### src/core/crypto_ase_pkg.sv
// package for the crypto extension decoder: encodings, decode results and config bits
`default_nettype none
package crypto_ase_pkg;
    localparam logic [5:0] OPC_FIRST_SPECIAL = 6'h00;
    localparam logic [5:0] OPC_SECOND_SPECIAL = 6'h1c;
    localparam logic [3:0] OPC_COPROC_HI = 4'h4;
    localparam logic [5:0] FN_SHIFT_RIGHT_LOGICAL = 6'h02;
    localparam logic [5:0] FN_SHIFT_RIGHT_VARIABLE = 6'h06;
    localparam logic [5:0] FN_MOVE_FROM_LOW = 6'h12;
    localparam logic [5:0] FN_MOVE_TO_LOW = 6'h13;
    localparam logic [5:0] FN_UNSIGNED_MULTIPLY = 6'h19;
    localparam logic [5:0] FN_UNSIGNED_MULTIPLY_ADD = 6'h01;
    localparam logic [5:0] FN_INDEXED_LOAD_GROUP = 6'h08;
    localparam logic [5:0] FN_DEBUG_BREAK = 6'h3f;
    localparam logic [4:0] SA_PLAIN = 5'h00;
    localparam logic [4:0] SA_EXT_ACCUM = 5'h01;
    localparam logic [4:0] SA_POLY = 5'h11;
    localparam logic [4:0] SA_PERMUTE = 5'h12;
    localparam logic [4:0] SA_SCALED_WORD = 5'h01;
    localparam int ROT_IMM_BIT = 21;
    localparam int ROT_VAR_BIT = 6;
    localparam logic [2:0] PERMUTE_BITS = 3'h6;
    localparam logic [1:0] SCALE_SHIFT = 2'h2;
    localparam logic [1:0] REL_TWO = 2'h2;
    localparam logic [1:0] REL_THREE = 2'h3;

    typedef enum logic [4:0] {
        OP_NONE = 5'b00000,
        OP_SHIFT_RIGHT_LOGICAL = 5'b00001,
        OP_ROTATE_RIGHT_IMM = 5'b00010,
        OP_SHIFT_RIGHT_VARIABLE = 5'b00011,
        OP_ROTATE_RIGHT_VAR = 5'b00100,
        OP_MOVE_FROM_LOW = 5'b00101,
        OP_MOVE_FROM_EXT_ACCUM = 5'b00110,
        OP_MOVE_TO_LOW = 5'b00111,
        OP_MOVE_TO_EXT_ACCUM = 5'b01000,
        OP_UNSIGNED_MULTIPLY = 5'b01001,
        OP_POLY_MULTIPLY = 5'b01010,
        OP_UNSIGNED_MULTIPLY_ADD = 5'b01011,
        OP_POLY_MULTIPLY_ADD = 5'b01100,
        OP_PARTIAL_PERMUTE = 5'b01101,
        OP_SCALED_INDEXED_WORD_LOAD = 5'b01110,
        OP_DEBUG_BREAK = 5'b01111
    } dec_op_t;

    // accumulator and writeback steering for the execute stage
    typedef struct packed {
        logic writesGpr;
        logic gprFromLo;
        logic loFromHi;
        logic hiFromAcxZext;
        logic loFromGpr;
        logic hiFromLo;
        logic acxFromHi;
        logic clearsAcx;
        logic polyArith;
        logic [2:0] accumShift;
        logic [1:0] indexShift;
    } ctl_t;

    typedef struct packed {
        logic smallPage;
        logic readExecInhibit;
        logic readInhibitWritable;
        logic execInhibitWritable;
        logic contextCfgPresent;
        logic extensionPresent;
        logic page2kSupport;
        logic page1kSupport;
        logic readOnlyProt;
        logic writeOnlyProt;
        logic execOnlyProt;
    } cfg_t;

    typedef struct packed {
        dec_op_t op;
        logic resInstr;
        logic coprocUnusable;
        logic [1:0] unit;
    } dec_t;

    typedef struct packed {
        logic valid;
        logic [31:0] addr;
        logic fault;
    } agu_t;
endpackage
`default_nettype wire

### src/core/scaled_load_agu.sv
// address generator for the scaled indexed word load
`default_nettype none
module scaled_load_agu (
    input wire logic core_clk,
    input wire logic rst_n,
    input wire logic start,
    input wire logic [31:0] baseValue,
    input wire logic [31:0] indexValue,
    output logic addrValid,
    output logic [31:0] addr,
    output logic addrFault
);
    import crypto_ase_pkg::*;

    agu_t st;
    agu_t next_st;

    // base plus index scaled by four, alignment checked on the sum
    always_comb begin
        next_st = st;
        next_st.valid = start;
        if (start) begin
            next_st.addr = baseValue + (indexValue << SCALE_SHIFT);
            next_st.fault = (next_st.addr[1:0] != 2'h0);
        end
    end

    // state register, synchronous reset
    always_ff @(posedge core_clk) begin
        if (!rst_n) begin
            st <= '0;
        end else begin
            st <= next_st;
        end
    end

    assign addrValid = st.valid;
    assign addr = st.addr;
    assign addrFault = st.fault;
endmodule
`default_nettype wire

### src/core/crypto_ase_instruction_decode.sv
// instruction decoder and config reporting for the crypto extension
`default_nettype none
module crypto_ase_instruction_decode #(
    parameter bit EXT_IMPL = 1'b1,
    parameter bit DEBUG_IMPL = 1'b0
) (
    input wire logic core_clk,
    input wire logic rst_n,
    input wire logic instrValid,
    input wire logic [31:0] instrWord,
    input wire logic [31:0] operandBase,
    input wire logic [31:0] operandIndex,
    input wire logic [3:0] copUsable,
    input wire logic [1:0] archRelease,
    output logic decValid,
    output crypto_ase_pkg::dec_op_t decOp,
    output crypto_ase_pkg::ctl_t decCtl,
    output logic resInstrExc,
    output logic coprocUnusableExc,
    output logic [1:0] coprocUnit,
    output logic loadAddrValid,
    output logic [31:0] loadAddr,
    output logic loadAddrErr,
    output crypto_ase_pkg::cfg_t cfg
);
    import crypto_ase_pkg::*;

    typedef struct packed {
        logic valid;
        dec_op_t op;
        ctl_t ctl;
        logic ri;
        logic cpu;
        logic [1:0] unit;
        cfg_t cfg;
    } st_t;

    st_t st;
    st_t next_st;
    dec_t dec;
    logic loadStart;

    // major opcode field of a word
    function automatic logic [5:0] opcOf(input logic [31:0] w);
        return w[31:26];
    endfunction

    // function field of a word
    function automatic logic [5:0] fnOf(input logic [31:0] w);
        return w[5:0];
    endfunction

    // shift-amount field, which also qualifies several groups
    function automatic logic [4:0] saOf(input logic [31:0] w);
        return w[10:6];
    endfunction

    // opcodes and functions that only exist on the 64-bit ISA level
    function automatic logic isWideOnly(input logic [31:0] w);
        logic [5:0] opc;
        logic [5:0] fn;
        logic hit;
        opc = opcOf(w);
        fn = fnOf(w);
        hit = 1'b0;
        case (opc)
            6'h18, 6'h19, 6'h1a, 6'h1b, 6'h27, 6'h2c, 6'h2d, 6'h34, 6'h37, 6'h3c, 6'h3f: hit = 1'b1;
            OPC_FIRST_SPECIAL: begin
                case (fn)
                    6'h14, 6'h16, 6'h17, 6'h1c, 6'h1d, 6'h1e, 6'h1f,
                    6'h2c, 6'h2d, 6'h2e, 6'h2f, 6'h38, 6'h3a, 6'h3b,
                    6'h3c, 6'h3e, 6'h3f: hit = 1'b1;
                    default: hit = 1'b0;
                endcase
            end
            default: hit = 1'b0;
        endcase
        return hit;
    endfunction

    // true for results that only the extension provides
    function automatic logic isExtOnly(input dec_op_t op);
        case (op)
            OP_ROTATE_RIGHT_IMM, OP_ROTATE_RIGHT_VAR, OP_MOVE_FROM_EXT_ACCUM,
            OP_MOVE_TO_EXT_ACCUM, OP_POLY_MULTIPLY, OP_POLY_MULTIPLY_ADD,
            OP_PARTIAL_PERMUTE, OP_SCALED_INDEXED_WORD_LOAD: return 1'b1;
            default: return 1'b0;
        endcase
    endfunction

    // full classification of one instruction word
    function automatic dec_t classify(input logic [31:0] w, input logic [3:0] usable);
        dec_t d;
        logic [5:0] opc;
        logic [5:0] fn;
        logic [4:0] sa;
        d = '0;
        d.op = OP_NONE;
        opc = opcOf(w);
        fn = fnOf(w);
        sa = saOf(w);
        case (opc)
            OPC_FIRST_SPECIAL: begin
                case (fn)
                    FN_SHIFT_RIGHT_LOGICAL: begin
                        if (w[25:22] != 4'h0) begin
                            d.resInstr = 1'b1;
                        end else if (w[ROT_IMM_BIT]) begin
                            d.op = OP_ROTATE_RIGHT_IMM;
                        end else begin
                            d.op = OP_SHIFT_RIGHT_LOGICAL;
                        end
                    end
                    FN_SHIFT_RIGHT_VARIABLE: begin
                        if (w[10:7] != 4'h0) begin
                            d.resInstr = 1'b1;
                        end else if (w[ROT_VAR_BIT]) begin
                            d.op = OP_ROTATE_RIGHT_VAR;
                        end else begin
                            d.op = OP_SHIFT_RIGHT_VARIABLE;
                        end
                    end
                    FN_MOVE_FROM_LOW: begin
                        case (sa)
                            SA_PLAIN: d.op = OP_MOVE_FROM_LOW;
                            SA_EXT_ACCUM: d.op = OP_MOVE_FROM_EXT_ACCUM;
                            default: d.resInstr = 1'b1;
                        endcase
                    end
                    FN_MOVE_TO_LOW: begin
                        case (sa)
                            SA_PLAIN: d.op = OP_MOVE_TO_LOW;
                            SA_EXT_ACCUM: d.op = OP_MOVE_TO_EXT_ACCUM;
                            default: d.resInstr = 1'b1;
                        endcase
                    end
                    FN_UNSIGNED_MULTIPLY: begin
                        case (sa)
                            SA_PLAIN: d.op = OP_UNSIGNED_MULTIPLY;
                            SA_POLY: d.op = OP_POLY_MULTIPLY;
                            default: d.resInstr = 1'b1;
                        endcase
                    end
                    default: d.op = OP_NONE;
                endcase
            end
            OPC_SECOND_SPECIAL: begin
                case (fn)
                    FN_UNSIGNED_MULTIPLY_ADD: begin
                        case (sa)
                            SA_PLAIN: d.op = OP_UNSIGNED_MULTIPLY_ADD;
                            SA_POLY: d.op = OP_POLY_MULTIPLY_ADD;
                            SA_PERMUTE: d.op = OP_PARTIAL_PERMUTE;
                            default: d.resInstr = 1'b1;
                        endcase
                    end
                    FN_INDEXED_LOAD_GROUP: begin
                        if (sa == SA_SCALED_WORD) begin
                            d.op = OP_SCALED_INDEXED_WORD_LOAD;
                        end else begin
                            d.resInstr = 1'b1;
                        end
                    end
                    FN_DEBUG_BREAK: begin
                        if (DEBUG_IMPL) begin
                            d.op = OP_DEBUG_BREAK;
                        end else begin
                            d.resInstr = 1'b1;
                        end
                    end
                    default: d.resInstr = 1'b1;
                endcase
            end
            default: begin
                if (opc[5:2] == OPC_COPROC_HI && !usable[opc[1:0]]) begin
                    d.coprocUnusable = 1'b1;
                    d.unit = opc[1:0];
                end
            end
        endcase
        if (isWideOnly(w)) begin
            d.resInstr = 1'b1;
            d.op = OP_NONE;
        end
        if (!EXT_IMPL && isExtOnly(d.op)) begin
            d.resInstr = 1'b1;
            d.op = OP_NONE;
        end
        return d;
    endfunction

    // execute-stage steering for a decoded operation
    function automatic ctl_t ctlOf(input dec_op_t op);
        ctl_t c;
        c = '0;
        case (op)
            OP_MOVE_FROM_EXT_ACCUM: begin
                c.writesGpr = 1'b1;
                c.gprFromLo = 1'b1;
                c.loFromHi = 1'b1;
                c.hiFromAcxZext = 1'b1;
            end
            OP_MOVE_FROM_LOW: begin
                c.writesGpr = 1'b1;
                c.gprFromLo = 1'b1;
            end
            OP_MOVE_TO_EXT_ACCUM: begin
                c.loFromGpr = 1'b1;
                c.hiFromLo = 1'b1;
                c.acxFromHi = 1'b1;
            end
            OP_MOVE_TO_LOW: c.loFromGpr = 1'b1;
            OP_UNSIGNED_MULTIPLY: c.clearsAcx = 1'b1;
            OP_POLY_MULTIPLY, OP_POLY_MULTIPLY_ADD: c.polyArith = 1'b1;
            OP_PARTIAL_PERMUTE: c.accumShift = PERMUTE_BITS;
            OP_SCALED_INDEXED_WORD_LOAD: begin
                c.writesGpr = 1'b1;
                c.indexShift = SCALE_SHIFT;
            end
            OP_SHIFT_RIGHT_LOGICAL, OP_ROTATE_RIGHT_IMM,
            OP_SHIFT_RIGHT_VARIABLE, OP_ROTATE_RIGHT_VAR: c.writesGpr = 1'b1;
            default: c = '0;
        endcase
        return c;
    endfunction

    // config bits advertised for the current base release
    function automatic cfg_t cfgOf(input logic [1:0] rel);
        cfg_t c;
        c = '0;
        c.smallPage = 1'b0;
        c.readExecInhibit = (rel >= REL_THREE);
        c.readInhibitWritable = (rel >= REL_THREE);
        c.execInhibitWritable = (rel >= REL_THREE);
        c.contextCfgPresent = (rel >= REL_THREE);
        c.extensionPresent = EXT_IMPL;
        c.page2kSupport = 1'b1;
        c.page1kSupport = 1'b1;
        c.readOnlyProt = 1'b1;
        c.writeOnlyProt = 1'b1;
        c.execOnlyProt = 1'b1;
        return c;
    endfunction

    // combinational classification of the incoming word
    always_comb begin
        dec = classify(instrWord, copUsable);
    end

    // next state: one decode per valid word, results cleared when no word is valid
    always_comb begin
        next_st = st;
        next_st.cfg = cfgOf(archRelease);
        next_st.valid = instrValid;
        if (instrValid) begin
            next_st.op = dec.op;
            next_st.ctl = ctlOf(dec.op);
            next_st.ri = dec.resInstr;
            next_st.cpu = dec.coprocUnusable;
            next_st.unit = dec.unit;
        end else begin
            next_st.op = OP_NONE;
            next_st.ctl = '0;
            next_st.ri = 1'b0;
            next_st.cpu = 1'b0;
            next_st.unit = 2'h0;
        end
    end

    // state register, synchronous reset
    always_ff @(posedge core_clk) begin
        if (!rst_n) begin
            st <= '0;
        end else begin
            st <= next_st;
        end
    end

    // only a legal scaled load starts the address generator
    assign loadStart = instrValid && dec.op == OP_SCALED_INDEXED_WORD_LOAD;

    // scaled load address, aligned with the registered decode
    scaled_load_agu agu (
        .core_clk(core_clk),
        .rst_n(rst_n),
        .start(loadStart),
        .baseValue(operandBase),
        .indexValue(operandIndex),
        .addrValid(loadAddrValid),
        .addr(loadAddr),
        .addrFault(loadAddrErr)
    );

    // registered outputs
    assign decValid = st.valid;
    assign decOp = st.op;
    assign decCtl = st.ctl;
    assign resInstrExc = st.ri;
    assign coprocUnusableExc = st.cpu;
    assign coprocUnit = st.unit;
    assign cfg = st.cfg;
endmodule
`default_nettype wire

### config.mk
export PLATFORM = sky130hd
export DESIGN_NAME = crypto_ase_instruction_decode
export DESIGN_NICKNAME = d
export VERILOG_FILES = /design/src/core/crypto_ase_pkg.sv /design/src/core/scaled_load_agu.sv /design/src/core/crypto_ase_instruction_decode.sv
export SDC_FILE = /design/constraint.sdc
export NUM_CORES = 1
export LEC_CHECK = 0
export ABC_AREA = 0
export BUFFER_PORTS_ARGS = -buffer_cell sky130_fd_sc_hd__buf_4
export CAP_MARGIN = 20
export CELL_PAD_IN_SITES_DETAIL_PLACEMENT = 0
export CELL_PAD_IN_SITES_GLOBAL_PLACEMENT = 1
export CORE_ASPECT_RATIO = 1.25
export CORE_MARGIN = 2
export CORE_UTILIZATION = 35
export DETAILED_ROUTE_END_ITERATION = 16
export HOLD_SLACK_MARGIN = 0.08
export PLACE_DENSITY = 0.85
export SLEW_MARGIN = 20
export SYNTH_ARGS = -nofsm -noshare
export SYNTH_HDL_FRONTEND = slang
export SYNTH_HIERARCHICAL = 1
export SYNTH_SLANG_ARGS = --single-unit
export TNS_END_PERCENT = 100
### constraint.sdc
create_clock -name core_clk -period 3.4 [get_ports core_clk]
set_input_delay 0.51 -clock core_clk [delete_from_list [all_inputs] [get_ports core_clk]]
set_output_delay 0.51 -clock core_clk [all_outputs]
set_load 0.02 [all_outputs]
==> results.tsv <==
metric	value	unit
die_h	127	µm
initial_core_util	35.4	%
crit_family	simple AND/OR/NAND/NOR gates	
ys_types	73	
grt_pass1_wl	19000	µm
fin_crit	2.99	ns
synth.area.top_cells	dfxtp_1 25%, ha_1 8.5%, nand2_1 4.7%	
path_clk_slew	0.07	ns
fmaxAchievable	0.334	GHz
avgViaCountPerCell	5.25	
worstPathMaxFanout	12	
final_common_cell	buf_4	
fin_setup_tns	0	ns
die_area	13100	µm²
worst_path_max_delay_cell	or4b_1	
slowest_delay	0.51	ns
synth_top_family_by_area	simple AND/OR/NAND/NOR gates	
status	finished, final reports clean	
critPathLaunchType	input pin	
synth-xor-area-share	5.54	%
postCtsSetupBuffers	0	
syn_inst	533	
drcViolationCount	0	
diodes	0	
cp_num_buf_inv	2	
maxSlewHeadroom	62.6	%
worst_slew_pin_slew	0.561	ns
arrival	3.23	ns
rows	45	
skew	0	ns
core	12000	µm²
grt_max_degree	22	
final_layout_size_suffix_gt1_share	28.8	%
netlist.area_leader.share	25.3	%
die_width	103	µm
avgSynthCellArea	8.01	µm²
totalWireLength	12200	µm
vias	4339	
synthAdderAreaFrac	8.97	%
hp-class	input pin to register	
dp_hpwl	9770	µm
first_global_vias	4066	
powerDensity	305	nW/µm²
htree_num_levels	2	
synth-async-reset-ratio	0	%
cts_tree	built	
clock-sinks	54	
numCtsBuffers	5	
cts-root-buf	clkbuf_16	
rrSetupSlack	2.69	ns
crit_type	input pin to register	
layout_common_cells	165 x buf_4, 54 x dfxtp_1, 53 x nand2_1, 37 x a21oi_1, 33 x o21ai_0	
ant_nets	0	
cp_cell_sequence	buf_4 > or4b_1 > a311oi_1 > o21ai_1 > a21boi_2 > nor2_2 > nor2_1 > and4b_1 > nand2_1 > inv_1 > nand2_1 > a2111oi_0 > mux2i_1 > nand2_1	
required	3.64	ns
io_buffers	157	
muxShareOfSynthArea	3.52	%
antenna_found_initial	0	
synth_simple_gate_area_share	25.7	%
grt_usage	17.9	%
io_pins	174	
drt_iter0_drc	96	
syn2layout_area_growth	31.7	%
ys_seq_area_share	25.3	%
rsz0062_at_grt	no	
mappedNetlistArea	4270	µm²
synth-compound-area-share	23.1	%
fin_crit_sh	88.0	%
leakagePower	2.49	nW
vdd.ir_drop.worst	0.213	mV
avgRoutedWirePerCell	14.7	µm
end_kind	register	
ys_ff_latch	54	
maxCapViolCount	0	
hold_violations	0	
cts_buffer_depth	2	
drv_slew	0	
crit_top_cell	nand2_1	
yosys_most_used_dff	dfxtp_1	
ys_warn_count	6	
clk_latency	0.29	ns
overflow	0	
gp_congestion	0.907	
setup_viol	0	
dr.pass1.iters	4	
yosys.area.top_type	dfxtp_1	
nets	797	
synth_edf_count	0	
total_power	1.72	mW
fillCellCount	1222	
-- synth_stat cells, types with 6 or more instances --
| master | number |
|---|---|
| xor2_1 | 12 |
| o21bai_1 | 6 |
| nor4_1 | 7 |
| or3_1 | 6 |
| xnor2_1 | 15 |
| nor3_1 | 10 |
| nor2_1 | 23 |
| o21ai_0 | 33 |
| and3_1 | 9 |
| nor2b_1 | 18 |
| a21oi_1 | 37 |
| nand3_1 | 15 |
| buf_4 | 18 |
| inv_1 | 16 |
| o21a_1 | 8 |
| ha_1 | 29 |
| mux2i_1 | 15 |
| dfxtp_1 | 54 |
| nand2_1 | 53 |
| clkbuf_1 | 21 |
| nand4_1 | 12 |
| a21o_1 | 10 |
| nand2b_1 | 7 |
-- worst register-to-register path, stage by stage (launching register included) --
cell and delay [ns]:
dfxtp_1 0.31, nor2b_1 0.12, o21a_1 0.18
-- per-layer routing --
layer | vias to the layer above | part of all wire (%) | track usage, %
li1 | 2181 | - | -
met4 | 0 | 2.6 | 6.50
met2 | 132 | 53 | 33.4
met3 | 25 | 4.0 | 2.19
met5 | - | 0 | 0
met1 | 2001 | 41 | 20.5
-- per-stage QoR --
stage | setup slack, ns | instance area (µm²) | hold slack, ns | instances | utilization (%)
finish | 0.408 | 5620 | 0.450 | 827 | 46.6
global placement | 0.193 | 5450 | 0.442 | 819 | 45.2
detailed placement | 0.0939 | 5450 | 0.446 | 819 | 45.2
CTS | 0.402 | 5620 | 0.439 | 827 | 46.6
floorplan | 0.229 | 4280 | 0.536 | 536 | -
global route | 0.0806 | 5620 | 0.445 | 827 | 46.6
-- sequential cells by signal, indices dropped and copies added, names as in the netlist --
signal	flops
decOp	4
agu/addrFault	1
coprocUnusableExc	1
cfg	2
coprocUnit	2
agu/addr	32
agu/addrValid	1
decValid	1
resInstrExc	1
decCtl	9
-- cells by family (layout without fill, tap and decap cells) --
group,after synthesis,after routing
and+or+nand+nor,197,197
xor gates and xnor gates,27,27
muxes,15,15
other,1,4
DFF,54,54
adders and majority gates,30,30
AOI/OAI and AO/OA,147,147
buffers and inverters,62,189
-- final cells by class --
cell class | count | area, µm² | area share [%]
Clock buffer | 5 | 125 | 2.23
Inverter | 16 | 60.1 | 1.07
Sequential cell | 54 | 1080 | 19.2
Clock inverter | 3 | 40.0 | 0.712
Multi-Input combinational cell | 420 | 2870 | 51.1
Timing Repair Buffer | 165 | 1240 | 22.0
Tap cell | 164 | 205 | 3.65
-- power by group --
| part | leakage, nW | internal [mW] | switching, mW |
|---|---|---|---|
| registers | 0.436 | 0.634 | 0.00188 |
| clock network | 0.0836 | 0.346 | 0.242 |
| logic | 1.97 | 0.226 | 0.267 |
-- final timing paths --
path / startpoint / endpoint / cells after the start
max: instrWord[0] / agu/addr[31]$_SDFFE_PN0P_ / 14
min: archRelease[0] / cfg[6]$_SDFF_PN0_ / 2
max reg2reg: agu/addr[7]$_SDFFE_PN0P_ / agu/addr[7]$_SDFFE_PN0P_ / 2
min reg2reg: agu/addr[15]$_SDFFE_PN0P_ / agu/addr[15]$_SDFFE_PN0P_ / 2
-- repair_timing --
item                       in CTS  in global routing
hold buffers                    0                  0
gates resized for setup         0                  1
setup endpoints to repair       0                  1
(Power assumes the default switching activity.)
